[src/verilog/bth_pkg.sv]
package bth_pkg;
    // Register indices; each register owns the word at four times its index
    localparam logic [11:0] IDX_CACHE_LINE   = 12'h00c;
    localparam logic [11:0] IDX_PRI_LATENCY  = 12'h00d;
    localparam logic [11:0] IDX_HEADER_TYPE  = 12'h00e;
    localparam logic [11:0] IDX_SELF_TEST    = 12'h00f;
    localparam logic [11:0] IDX_WINDOW_ZERO  = 12'h010;
    localparam logic [11:0] IDX_WINDOW_ONE   = 12'h014;
    localparam logic [11:0] IDX_UP_BUS       = 12'h018;
    localparam logic [11:0] IDX_DOWN_BUS     = 12'h019;
    localparam logic [11:0] IDX_HIGH_BUS     = 12'h01a;
    localparam logic [11:0] IDX_SEC_LATENCY  = 12'h01b;
    localparam logic [11:0] IDX_IO_LOW       = 12'h01c;
    localparam logic [11:0] IDX_IO_HIGH      = 12'h01d;
    localparam logic [11:0] IDX_SEC_STATUS   = 12'h01e;
    // Extra words for the capability lock and probe address
    localparam logic [11:0] IDX_CAP_CTRL     = 12'h040;
    localparam logic [11:0] IDX_IO_PROBE     = 12'h044;

    // Byte addresses
    localparam logic [11:0] ADDR_CACHE_LINE  = {IDX_CACHE_LINE[9:0], 2'b00};
    localparam logic [11:0] ADDR_PRI_LATENCY = {IDX_PRI_LATENCY[9:0], 2'b00};
    localparam logic [11:0] ADDR_HEADER_TYPE = {IDX_HEADER_TYPE[9:0], 2'b00};
    localparam logic [11:0] ADDR_SELF_TEST   = {IDX_SELF_TEST[9:0], 2'b00};
    localparam logic [11:0] ADDR_WINDOW_ZERO = {IDX_WINDOW_ZERO[9:0], 2'b00};
    localparam logic [11:0] ADDR_WINDOW_ONE  = {IDX_WINDOW_ONE[9:0], 2'b00};
    localparam logic [11:0] ADDR_UP_BUS      = {IDX_UP_BUS[9:0], 2'b00};
    localparam logic [11:0] ADDR_DOWN_BUS    = {IDX_DOWN_BUS[9:0], 2'b00};
    localparam logic [11:0] ADDR_HIGH_BUS    = {IDX_HIGH_BUS[9:0], 2'b00};
    localparam logic [11:0] ADDR_SEC_LATENCY = {IDX_SEC_LATENCY[9:0], 2'b00};
    localparam logic [11:0] ADDR_IO_LOW      = {IDX_IO_LOW[9:0], 2'b00};
    localparam logic [11:0] ADDR_IO_HIGH     = {IDX_IO_HIGH[9:0], 2'b00};
    localparam logic [11:0] ADDR_SEC_STATUS  = {IDX_SEC_STATUS[9:0], 2'b00};
    localparam logic [11:0] ADDR_CAP_CTRL    = {IDX_CAP_CTRL[9:0], 2'b00};
    localparam logic [11:0] ADDR_IO_PROBE    = {IDX_IO_PROBE[9:0], 2'b00};

    localparam logic [31:0] ZERO_WORD        = 32'h0000_0000;
    localparam logic [15:0] PROBE_RESET      = 16'h0000;

    localparam logic [7:0] CLS_RESET         = 8'h00;
    localparam logic [7:0] HEADER_TYPE_VALUE = 8'h01;
    localparam logic [7:0] ZERO_BYTE         = 8'h00;
    localparam logic [7:0] BUS_RESET         = 8'h00;
    localparam logic [3:0] IO_LOW_RESET      = 4'hf;
    localparam logic [3:0] IO_HIGH_RESET     = 4'h0;
    localparam logic       IO_CAP_RESET      = 1'b1;

    // Byte lanes of a word
    localparam int LANE0_LSB = 0;
    localparam int LANE1_LSB = 8;
    localparam int LANE2_LSB = 16;
    localparam int LANE3_LSB = 24;
    localparam int NIB_HI    = 4;

    typedef enum logic [0:0] {
        BTH_SIXTEEN_BIT_IO    = 1'b0,
        BTH_THIRTY_TWO_BIT_IO = 1'b1
    } bth_io_width_t;
endpackage

[src/verilog/bth_header_regs.sv]
`timescale 1ns/1ps
// Behaviour
// - Cache line size byte is read/write, resets zero, affects nothing.
// - Primary latency timer reads zero; writes ignored.
// - Header type byte reads fixed one.
// - Self-test byte reads zero.
// - Both 32-bit base address words read zero, read-only.
// - Upstream bus number byte read/write, resets zero.
// - Downstream bus number byte read/write, resets zero.
// - Highest behind-bus number byte read/write, resets zero.
// - Secondary latency timer reads zero.
// - IO base bit 0 gives IO width capability, default one.
// - IO limit bit 0 mirrors the capability bit, read-only.
// - IO base bits 7:4 read/write, reset 0xf, address 15:12.
// - IO limit bits 7:4 read/write, reset zero, low bits all ones.
// - Base and limit together decide IO forwarding.
module bth_header_regs (
    input  wire logic        pclk,
    input  wire logic        presetn,
    input  wire logic        psel,
    input  wire logic        penable,
    input  wire logic        pwrite,
    input  wire logic [11:0] paddr,
    input  wire logic [31:0] pwdata,
    input  wire logic [3:0]  pstrb,
    output logic      [31:0] prdata,
    output logic             pready,
    output logic             pslverr,
    output logic             io_width_capability,
    output logic             io_probe_forward,
    output logic [7:0]       upstream_bus_number,
    output logic [7:0]       downstream_bus_number,
    output logic [7:0]       highest_behind_bus_number
);
    logic [7:0]  cache_line_size;
    logic [3:0]  io_window_low;
    logic [3:0]  io_window_high;
    logic        cap_locked;
    logic [15:0] io_probe_addr;
    logic        wr_en;
    logic        rd_en;
    logic        addr_hit;
    logic [31:0] next_rdata;

    function automatic logic in_window(input logic [15:0] a, input logic [3:0] lo,
                                       input logic [3:0] hi);
        in_window = (a[15:12] >= lo) && (a[15:12] <= hi);
    endfunction

    function automatic logic lane_wr(input logic [11:0] a, input logic [11:0] reg_a,
                                     input logic [3:0] strb, input int lane);
        lane_wr = (a == reg_a) && strb[lane];
    endfunction

    // Byte register placed in the low lane of its word
    function automatic logic [31:0] byte_word(input logic [7:0] b);
        byte_word = {24'h00_0000, b};
    endfunction

    // IO window byte: field in the high nibble, capability in bit 0
    function automatic logic [31:0] io_field_word(input logic [3:0] field,
                                                  input logic       cap);
        io_field_word = byte_word({field, 3'h0, cap});
    endfunction

    // Every word that answers without an error
    function automatic logic is_mapped(input logic [11:0] a);
        case (a)
            bth_pkg::ADDR_CACHE_LINE,
            bth_pkg::ADDR_PRI_LATENCY,
            bth_pkg::ADDR_HEADER_TYPE,
            bth_pkg::ADDR_SELF_TEST,
            bth_pkg::ADDR_WINDOW_ZERO,
            bth_pkg::ADDR_WINDOW_ONE,
            bth_pkg::ADDR_UP_BUS,
            bth_pkg::ADDR_DOWN_BUS,
            bth_pkg::ADDR_HIGH_BUS,
            bth_pkg::ADDR_SEC_LATENCY,
            bth_pkg::ADDR_IO_LOW,
            bth_pkg::ADDR_IO_HIGH,
            bth_pkg::ADDR_SEC_STATUS,
            bth_pkg::ADDR_CAP_CTRL,
            bth_pkg::ADDR_IO_PROBE: begin
                is_mapped = 1'b1;
            end
            default: begin
                is_mapped = 1'b0;
            end
        endcase
    endfunction

    assign wr_en   = psel && penable && pwrite;
    assign rd_en   = psel && !pwrite;
    assign pready  = 1'b1;
    // unmapped words answer with an error
    assign addr_hit = is_mapped(paddr);
    assign pslverr = psel && penable && !addr_hit;

    always_ff @(posedge pclk or negedge presetn) begin
        if (!presetn) begin
            cache_line_size <= bth_pkg::CLS_RESET;
        end else if (wr_en && lane_wr(paddr, bth_pkg::ADDR_CACHE_LINE, pstrb, 0)) begin
            cache_line_size <= pwdata[bth_pkg::LANE0_LSB +: 8];
        end
    end

    always_ff @(posedge pclk or negedge presetn) begin
        if (!presetn) begin
            upstream_bus_number <= bth_pkg::BUS_RESET;
        end else if (wr_en && lane_wr(paddr, bth_pkg::ADDR_UP_BUS, pstrb, 0)) begin
            upstream_bus_number <= pwdata[bth_pkg::LANE0_LSB +: 8];
        end
    end

    always_ff @(posedge pclk or negedge presetn) begin
        if (!presetn) begin
            downstream_bus_number <= bth_pkg::BUS_RESET;
        end else if (wr_en && lane_wr(paddr, bth_pkg::ADDR_DOWN_BUS, pstrb, 0)) begin
            downstream_bus_number <= pwdata[bth_pkg::LANE0_LSB +: 8];
        end
    end

    always_ff @(posedge pclk or negedge presetn) begin
        if (!presetn) begin
            highest_behind_bus_number <= bth_pkg::BUS_RESET;
        end else if (wr_en && lane_wr(paddr, bth_pkg::ADDR_HIGH_BUS, pstrb, 0)) begin
            highest_behind_bus_number <= pwdata[bth_pkg::LANE0_LSB +: 8];
        end
    end

    always_ff @(posedge pclk or negedge presetn) begin
        if (!presetn) begin
            io_window_low <= bth_pkg::IO_LOW_RESET;
        end else if (wr_en && lane_wr(paddr, bth_pkg::ADDR_IO_LOW, pstrb, 0)) begin
            io_window_low <= pwdata[bth_pkg::LANE0_LSB + bth_pkg::NIB_HI +: 4];
        end
    end

    always_ff @(posedge pclk or negedge presetn) begin
        if (!presetn) begin
            io_window_high <= bth_pkg::IO_HIGH_RESET;
        end else if (wr_en && lane_wr(paddr, bth_pkg::ADDR_IO_HIGH, pstrb, 0)) begin
            io_window_high <= pwdata[bth_pkg::LANE0_LSB + bth_pkg::NIB_HI +: 4];
        end
    end

    always_ff @(posedge pclk or negedge presetn) begin
        if (!presetn) begin
            io_width_capability <= bth_pkg::IO_CAP_RESET;
        end else if (wr_en && !cap_locked &&
                     lane_wr(paddr, bth_pkg::ADDR_IO_LOW, pstrb, 0)) begin
            io_width_capability <= pwdata[bth_pkg::LANE0_LSB];
        end
    end

    // Lock bit is sticky until reset
    always_ff @(posedge pclk or negedge presetn) begin
        if (!presetn) begin
            cap_locked <= 1'b0;
        end else if (wr_en && lane_wr(paddr, bth_pkg::ADDR_CAP_CTRL, pstrb, 0) &&
                     pwdata[bth_pkg::LANE0_LSB]) begin
            cap_locked <= 1'b1;
        end
    end

    always_ff @(posedge pclk or negedge presetn) begin
        if (!presetn) begin
            io_probe_addr <= bth_pkg::PROBE_RESET;
        end else if (wr_en && (paddr == bth_pkg::ADDR_IO_PROBE)) begin
            if (pstrb[0]) begin
                io_probe_addr[7:0] <= pwdata[bth_pkg::LANE0_LSB +: 8];
            end
            if (pstrb[1]) begin
                io_probe_addr[15:8] <= pwdata[bth_pkg::LANE1_LSB +: 8];
            end
        end
    end

    always_ff @(posedge pclk or negedge presetn) begin
        if (!presetn) begin
            io_probe_forward <= 1'b0;
        end else begin
            io_probe_forward <= in_window(io_probe_addr, io_window_low, io_window_high);
        end
    end

    always_comb begin
        next_rdata = bth_pkg::ZERO_WORD;
        case (paddr)
            bth_pkg::ADDR_CACHE_LINE: begin
                next_rdata = byte_word(cache_line_size);
            end
            bth_pkg::ADDR_HEADER_TYPE: begin
                next_rdata = byte_word(bth_pkg::HEADER_TYPE_VALUE);
            end
            bth_pkg::ADDR_PRI_LATENCY,
            bth_pkg::ADDR_SELF_TEST,
            bth_pkg::ADDR_WINDOW_ZERO,
            bth_pkg::ADDR_WINDOW_ONE,
            bth_pkg::ADDR_SEC_LATENCY,
            bth_pkg::ADDR_SEC_STATUS: begin
                next_rdata = byte_word(bth_pkg::ZERO_BYTE);
            end
            bth_pkg::ADDR_UP_BUS: begin
                next_rdata = byte_word(upstream_bus_number);
            end
            bth_pkg::ADDR_DOWN_BUS: begin
                next_rdata = byte_word(downstream_bus_number);
            end
            bth_pkg::ADDR_HIGH_BUS: begin
                next_rdata = byte_word(highest_behind_bus_number);
            end
            bth_pkg::ADDR_IO_LOW: begin
                next_rdata = io_field_word(io_window_low, io_width_capability);
            end
            bth_pkg::ADDR_IO_HIGH: begin
                next_rdata = io_field_word(io_window_high, io_width_capability);
            end
            bth_pkg::ADDR_CAP_CTRL: begin
                next_rdata = byte_word({7'h00, cap_locked});
            end
            bth_pkg::ADDR_IO_PROBE: begin
                next_rdata = {15'h0000, io_probe_forward, io_probe_addr};
            end
            default: begin
                next_rdata = bth_pkg::ZERO_WORD;
            end
        endcase
    end

    always_ff @(posedge pclk or negedge presetn) begin
        if (!presetn) begin
            prdata <= bth_pkg::ZERO_WORD;
        end else if (rd_en && !penable) begin
            prdata <= next_rdata;
        end
    end

    a_cls_write_held: assert property (@(posedge pclk) disable iff (!presetn)
        wr_en && paddr == bth_pkg::ADDR_CACHE_LINE && pstrb[0]
        |=> cache_line_size == $past(pwdata[7:0]))
        else $error("cache line size not stored");

    a_pri_latency_zero: assert property (@(posedge pclk) disable iff (!presetn)
        psel && penable && !pwrite && paddr == bth_pkg::ADDR_PRI_LATENCY
        |-> prdata == bth_pkg::ZERO_WORD)
        else $error("primary latency not zero");

    a_header_type_read: assert property (@(posedge pclk) disable iff (!presetn)
        psel && penable && !pwrite && paddr == bth_pkg::ADDR_HEADER_TYPE
        |-> prdata == {24'h00_0000, bth_pkg::HEADER_TYPE_VALUE})
        else $error("header type wrong");

    a_self_test_zero: assert property (@(posedge pclk) disable iff (!presetn)
        psel && penable && !pwrite && paddr == bth_pkg::ADDR_SELF_TEST
        |-> prdata == bth_pkg::ZERO_WORD)
        else $error("self-test byte not zero");

    a_window_words_zero: assert property (@(posedge pclk) disable iff (!presetn)
        psel && penable && !pwrite &&
        (paddr == bth_pkg::ADDR_WINDOW_ZERO || paddr == bth_pkg::ADDR_WINDOW_ONE)
        |-> prdata == bth_pkg::ZERO_WORD)
        else $error("base word not zero");

    a_bus_up_store: assert property (@(posedge pclk) disable iff (!presetn)
        wr_en && paddr == bth_pkg::ADDR_UP_BUS && pstrb[0]
        |=> upstream_bus_number == $past(pwdata[7:0]))
        else $error("upstream bus not stored");

    a_bus_down_store: assert property (@(posedge pclk) disable iff (!presetn)
        wr_en && paddr == bth_pkg::ADDR_DOWN_BUS && pstrb[0]
        |=> downstream_bus_number == $past(pwdata[7:0]))
        else $error("downstream bus not stored");

    a_bus_high_store: assert property (@(posedge pclk) disable iff (!presetn)
        wr_en && paddr == bth_pkg::ADDR_HIGH_BUS && pstrb[0]
        |=> highest_behind_bus_number == $past(pwdata[7:0]))
        else $error("highest bus not stored");

    a_sec_latency_zero: assert property (@(posedge pclk) disable iff (!presetn)
        psel && penable && !pwrite && paddr == bth_pkg::ADDR_SEC_LATENCY
        |-> prdata == bth_pkg::ZERO_WORD)
        else $error("secondary latency not zero");

    a_cap_mirror_read: assert property (@(posedge pclk) disable iff (!presetn)
        psel && penable && !pwrite && paddr == bth_pkg::ADDR_IO_HIGH
        |-> prdata[0] == io_width_capability && prdata[3:1] == 3'h0 &&
            prdata[31:8] == 24'h00_0000)
        else $error("capability mirror wrong");

    a_cap_locked_hold: assert property (@(posedge pclk) disable iff (!presetn)
        cap_locked |=> $stable(io_width_capability))
        else $error("capability changed while locked");

    a_cap_open_store: assert property (@(posedge pclk) disable iff (!presetn)
        wr_en && !cap_locked && paddr == bth_pkg::ADDR_IO_LOW && pstrb[0]
        |=> io_width_capability == $past(pwdata[0]))
        else $error("capability not stored");

    a_io_low_store: assert property (@(posedge pclk) disable iff (!presetn)
        wr_en && paddr == bth_pkg::ADDR_IO_LOW && pstrb[0]
        |=> io_window_low == $past(pwdata[7:4]))
        else $error("IO base not stored");

    a_io_high_store: assert property (@(posedge pclk) disable iff (!presetn)
        wr_en && paddr == bth_pkg::ADDR_IO_HIGH && pstrb[0]
        |=> io_window_high == $past(pwdata[7:4]))
        else $error("IO limit not stored");

    a_forward_decide: assert property (@(posedge pclk) disable iff (!presetn)
        ##1 io_probe_forward == ($past(io_probe_addr[15:12]) >= $past(io_window_low) &&
        $past(io_probe_addr[15:12]) <= $past(io_window_high)))
        else $error("forward decision wrong");

    a_empty_window: assert property (@(posedge pclk) disable iff (!presetn)
        io_window_low > io_window_high |=> !io_probe_forward)
        else $error("empty window forwarded");

    a_status_zero: assert property (@(posedge pclk) disable iff (!presetn)
        psel && penable && !pwrite && paddr == bth_pkg::ADDR_SEC_STATUS
        |-> prdata == bth_pkg::ZERO_WORD && !pslverr)
        else $error("secondary status not zero");

    a_unmapped_err: assert property (@(posedge pclk) disable iff (!presetn)
        psel && penable && !pwrite && !addr_hit
        |-> pslverr && prdata == bth_pkg::ZERO_WORD)
        else $error("unmapped access not flagged");

    a_lock_sticky: assert property (@(posedge pclk) disable iff (!presetn)
        cap_locked |=> cap_locked)
        else $error("lock bit cleared");

    c_cls_write: cover property (@(posedge pclk) wr_en && paddr == bth_pkg::ADDR_CACHE_LINE);
    c_bus_write: cover property (@(posedge pclk) wr_en && paddr == bth_pkg::ADDR_UP_BUS);
    c_forward: cover property (@(posedge pclk) io_probe_forward);
    c_lock: cover property (@(posedge pclk) $rose(cap_locked));
    c_unmapped: cover property (@(posedge pclk) pslverr);
endmodule

[config.mk]
export PLATFORM = sky130hd
export DESIGN_NAME = bth_header_regs
export DESIGN_NICKNAME = d
export VERILOG_FILES = /design/src/verilog/bth_pkg.sv /design/src/verilog/bth_header_regs.sv
export SDC_FILE = /design/constraint.sdc
export NUM_CORES = 1
export LEC_CHECK = 0
export BUFFER_PORTS_ARGS = -buffer_cell sky130_fd_sc_hd__buf_2
export CORE_UTILIZATION = 56
export DETAILED_ROUTE_END_ITERATION = 8
export GPL_ROUTABILITY_DRIVEN = 0
export PLACE_DENSITY = 0.87
export SYNTH_ARGS = -nofsm -noshare
export SYNTH_HDL_FRONTEND = slang
export SYNTH_SLANG_ARGS = --single-unit
[constraint.sdc]
create_clock -name pclk -period 5.8 [get_ports pclk]
set_input_delay 1.45 -clock pclk [delete_from_list [all_inputs] [get_ports pclk]]
set_output_delay 1.45 -clock pclk [all_outputs]
set_load 0.1 [all_outputs]
Word-level counts from Yosys, hierarchy flattened

Index checks and enable logic that the tools add are counted.

Register bits: 91
Bits of input ports: 53
Output and inout bits: 60
Word-level logic and storage cells: 62

Order comparisons: 2
Equality and inequality tests: 15
Multiplexer cells: 2
Reduce and logical (&&, ||, !) cells: 31

Operator list:

| cell                  | count |
|---|---|
| $pmux W17 S9          | 1 |
| $eq A12 B7 Y1 const B | 9 |
| $eq A12 B6 Y1 const B | 4 |
| $eq A12 B9 Y1 const B | 2 |
| $logic_and A1 B1 Y1   | 24 |
| $reduce_or A15 Y1     | 1 |
| $ge A4 B4 Y1          | 1 |
| $le A4 B4 Y1          | 1 |
| $logic_not A1 Y1      | 4 |
| $reduce_and A2 Y1     | 2 |
| $mux W1               | 1 |

Longest topological paths before layout

Depth in word-level cells: 5
Depth in mapped cells: 8
Gate-level depth less buffers: 7

Least setup slack after synthesis

No wires, ideal clock.

Path kind: input to output
From: input paddr[6]
To: output pslverr
Arrival: 3.339 ns
Slack: 1.011 ns
Stages: 7
Cell sequence: clkbuf_1 > nor2b_1 > buf_2 > a21oi_1 > nor2_1 > a2111oi_0 > o31a_1

Longest elaborated chain between the ends: 5

Ends and longest elaborated chain:

| element                                     | line                  | RTL |
|---|---|---|
| start: declaration                          | bth_header_regs.sv:23 | `input wire logic [11:0] paddr,` |
| $eq A12 B6 Y1, or another cell as far along | bth_header_regs.sv:68 | `case (a)` |
| $reduce_or A15 Y1 (*)                       | bth_header_regs.sv:68 |  |
| $mux W1 (*)                                 | bth_header_regs.sv:68 |  |
| $logic_not A1 Y1 (*)                        | bth_header_regs.sv:97 | `assign pslverr = psel && penable && !addr_hit;` |
| $logic_and A1 B1 Y1 (*)                     | bth_header_regs.sv:97 |  |
| end: declaration                            | bth_header_regs.sv:28 | `output logic pslverr,` |

Every way passes the cells marked *; elsewhere a longest branch is shown, timed or not.

Final worst setup path

From: input paddr[7]
To: output pslverr

Same word-level chain as after synthesis.

==> metrics.md <==
| Metric | Value |
|---|---|
| CP Max Fanout | 6 |
| PD cells | 267 nW/um^2 |
| Drt first-iter violations | roughly 210 |
| Die height | 85.0 um |
| First-pass GRT wire length | 14,300 um |
| DP Worst Slack | just over 0.9 ns |
| Max stage delay cell, worst path | nor3_1 |
| Worst-path clk slew | about 0.08 ns |
| Setup CP Type | in2out |
| Detail Route Antenna Nets | 0 |
| Routed vias/inst | between 5 and 6 |
| Routed WL | about 8900 um |
| Post-synth ARST share | 100% |
| Post-CTS Hold Buffers | 0 |
| CTS-repair resized insts | 0 |
| Share of cells above drive strength 1 | a little under two fifths |
| Clock Path Buffers | 2 |
| Slew @ Worst Pin | roughly 0.9 ns |
| DRC | 10 |
| Syn Area/Cell | around 11 sq um |
| Row count | 29 |
| Number of diodes | 0 |
| Worst VDD drop | about 0.24 mV |
| Yosys cell types | 48 |
| Flops & latches, synth | 76 |
| Final slew viol count | 0 |
| Gate Count Post-Synth | 344 |
| Grt ovf | 0 |
| Largest net degree at the start of global routing | 77 |
| Hpwl dp | just over 6000 um |
| Worst setup margin | 0.865 ns |
| Setup crit start | paddr[7] |
| Fin crit period | just under 5 ns |
| Max incr delay on CP | about 0.68 ns |
| Number of enable flip-flop cells after synthesis | 0 |
| WP data required | about 4.4 ns |
| Cell area after synthesis | 3860 sq um |
| IO buf count | 78 |
| Status | complete, but fails checks |
| Critical R2R Launch | io_window_low[0] |
| Yosys top cell area share | a little under half |
| Die ar. | 7220 sq um |
| H-tree depth | 3 |
| Core area | 6490 sq um |
| CTS tree | built |
| Starting Density | 59.4% |
| Number of global-route vias before repair | roughly 2,800 |
| Setup TNS | 0 ns |
| Most used cell, CP | buf_2 |
| Clk Latency, worst-skew pair | ~0.36 ns |
| Setup repair after global routing missed its margin | false |
| Post-CTS Setup Inserts | 0 |
| Critical Path AT | 3.48 ns |
| Die X | approximately 85 um |
| Synth warnings | 0 |
| Initial antenna violation count | 0 |
| Leakage power | around 0.0023 uW |
| Startpoint types | primary input |
| Fmax | slightly above 200 MHz |
| WL/cell | about 18 um |
| Violated checks | DRC |
| Crit path cell chain | buf_2, nor4_1, nand3_1, nor3_1, a2111oi_0, o31a_1, buf_2 |
| Hold Crit Class | reg2reg |
| Most common cell in the netlist | dfrtp_1 |
| Via count | ~3,000 |
| Global-route usage over all layers | 26.4% |
| Final Skew | just under 0.009 ns |
| Max Cap Violations | 0 |
| Synthesis-to-layout area growth | 14.9% |
| Final hold viol count | 0 |
| # setup viols final | 0 |
| Max-slew headroom | just under 40% |
| TritonRoute pass-1 iters | 8 |
| Primary FF master, synth | dfrtp_1 |
| Cts bufs inserted | 9 |
| Largest area contributor in the netlist | dfrtp_1 |
| Register area share after synthesis | about half |
| Clk sinks | 76 |
| Clk root buf | clkbuf_8 |
| Critical path capture point type | output pin |
| Top cells by count, synth | 71 x dfrtp_1, 48 x mux2_2, 38 x nand2_1 |
| Nets | roughly 480 |
| Top cells by area, synth | dfrtp_1 46%, mux2_2 14%, buf_4 4.1% |
| # IOs | about 110 |
| Period utilization | 85.1% |
| Hold_sp | prdata[16] |
==> final cells by class <==
| class | count | area (sq um) |
|---|---|---|
| clock buffers | 11 | 141 |
| clock inverters | 5 | 83.8 |
| fillers | 489 | 2060 |
| inverters | 9 | 33.8 |
| multi-input cells | 238 | 1750 |
| flip-flops and latches | 76 | 1910 |
| well taps | 77 | 96.3 |
| repair buffers | 81 | 413 |
==> where the power goes <==
group          leakage (uW)  switching (uW)  internal, uW  total, uW
clock network      0.000106             205           256        460
registers           0.00101            4.85           538        542
logic               0.00122             152          26.5        179
==> placed cells by master, fill, tap and decap left out, types with 2 or more instances in the layout <==
cell and instances:
buf_2 78, dfrtp_1 71, mux2_2 48, nand2_1 38
conb_1 16, o21ai_0 14, nor2_1 13, nand3_1 12
clkbuf_8 10, inv_1 9, a21oi_1 8, mux2_1 8
ha_1 8, a22oi_1 7, nor2b_1 6, mux2i_1 6
a31oi_1 6, dfstp_2 5, nand2b_1 4, a221oi_1 4
and3_1 4, nor3_1 3, buf_4 3, or3b_2 2
a211oi_1 2, nand4_1 2, a21o_1 2, nor3_4 2
and2_1 2, and3b_1 2, nor4b_1 2, a22o_1 2
bufinv_16 2, clkinvlp_4 2
==> per-layer routing <==
layer	vias up	wire length (um)	global-route usage, %
met5	-	0	0
met4	0	192	10.5
met3	16	637	6.42
met2	134	4300	42.3
met1	1438	3730	34.9
li1	1345	-	-
==> sequential cells by signal, summed over array words and instances (netlist names) <==
register	flops
prdata	17
cache_line_size	8
io_window_high	4
io_probe_forward	1
io_probe_addr	16
io_window_low	4
highest_behind_bus_number	8
upstream_bus_number	8
cap_locked	1
downstream_bus_number	8
io_width_capability	1
==> through the flow <==
step                std cells  hold WS [ns]  power, uW  cell area [sq um]  util, %
floorplan                 358         0.455        694               3910        -
global placement          481         0.447        728               4210     64.7
detailed placement        481         0.451        730               4210     64.7
CTS                       497         0.469       1180               4430     68.2
global route              497         0.488       1220               4430     68.2
finish                    497         0.466       1180               4430     68.2
==> worst max-delay path, delay by kind of cell <==
kind                   cells  cell delay, ns
AOI/OAI and AO/OA          2            0.32
buffers and inverters      2            0.39
and+or+nand+nor            3            1.32
==> kinds of logic after synthesis <==
logic type	synth area share (%)
compound gates	8.70
fa+ha+maj	2.60
buf+inv	6.52
flops	49.5
mux	17.9
other cells	0.195
simple gates	14.6
==> path summary, 6_finish.rpt <==
| kind | slack (ns) | cells past startpoint | end |
|---|---|---|---|
| max in group asynchronous | 3.91 | 2 | upstream_bus_number[4] |
| min in group asynchronous | 1.30 | 2 | downstream_bus_number[1] |
| hold reg to reg | 0.47 | 2 | prdata[16] |
| setup reg to reg | 4.18 | 6 | io_probe_forward |
| hold / removal | 0.47 | 2 | prdata[16] |
| setup / recovery | 0.87 | 7 | pslverr |
Power figures use the tool's default switching activity.
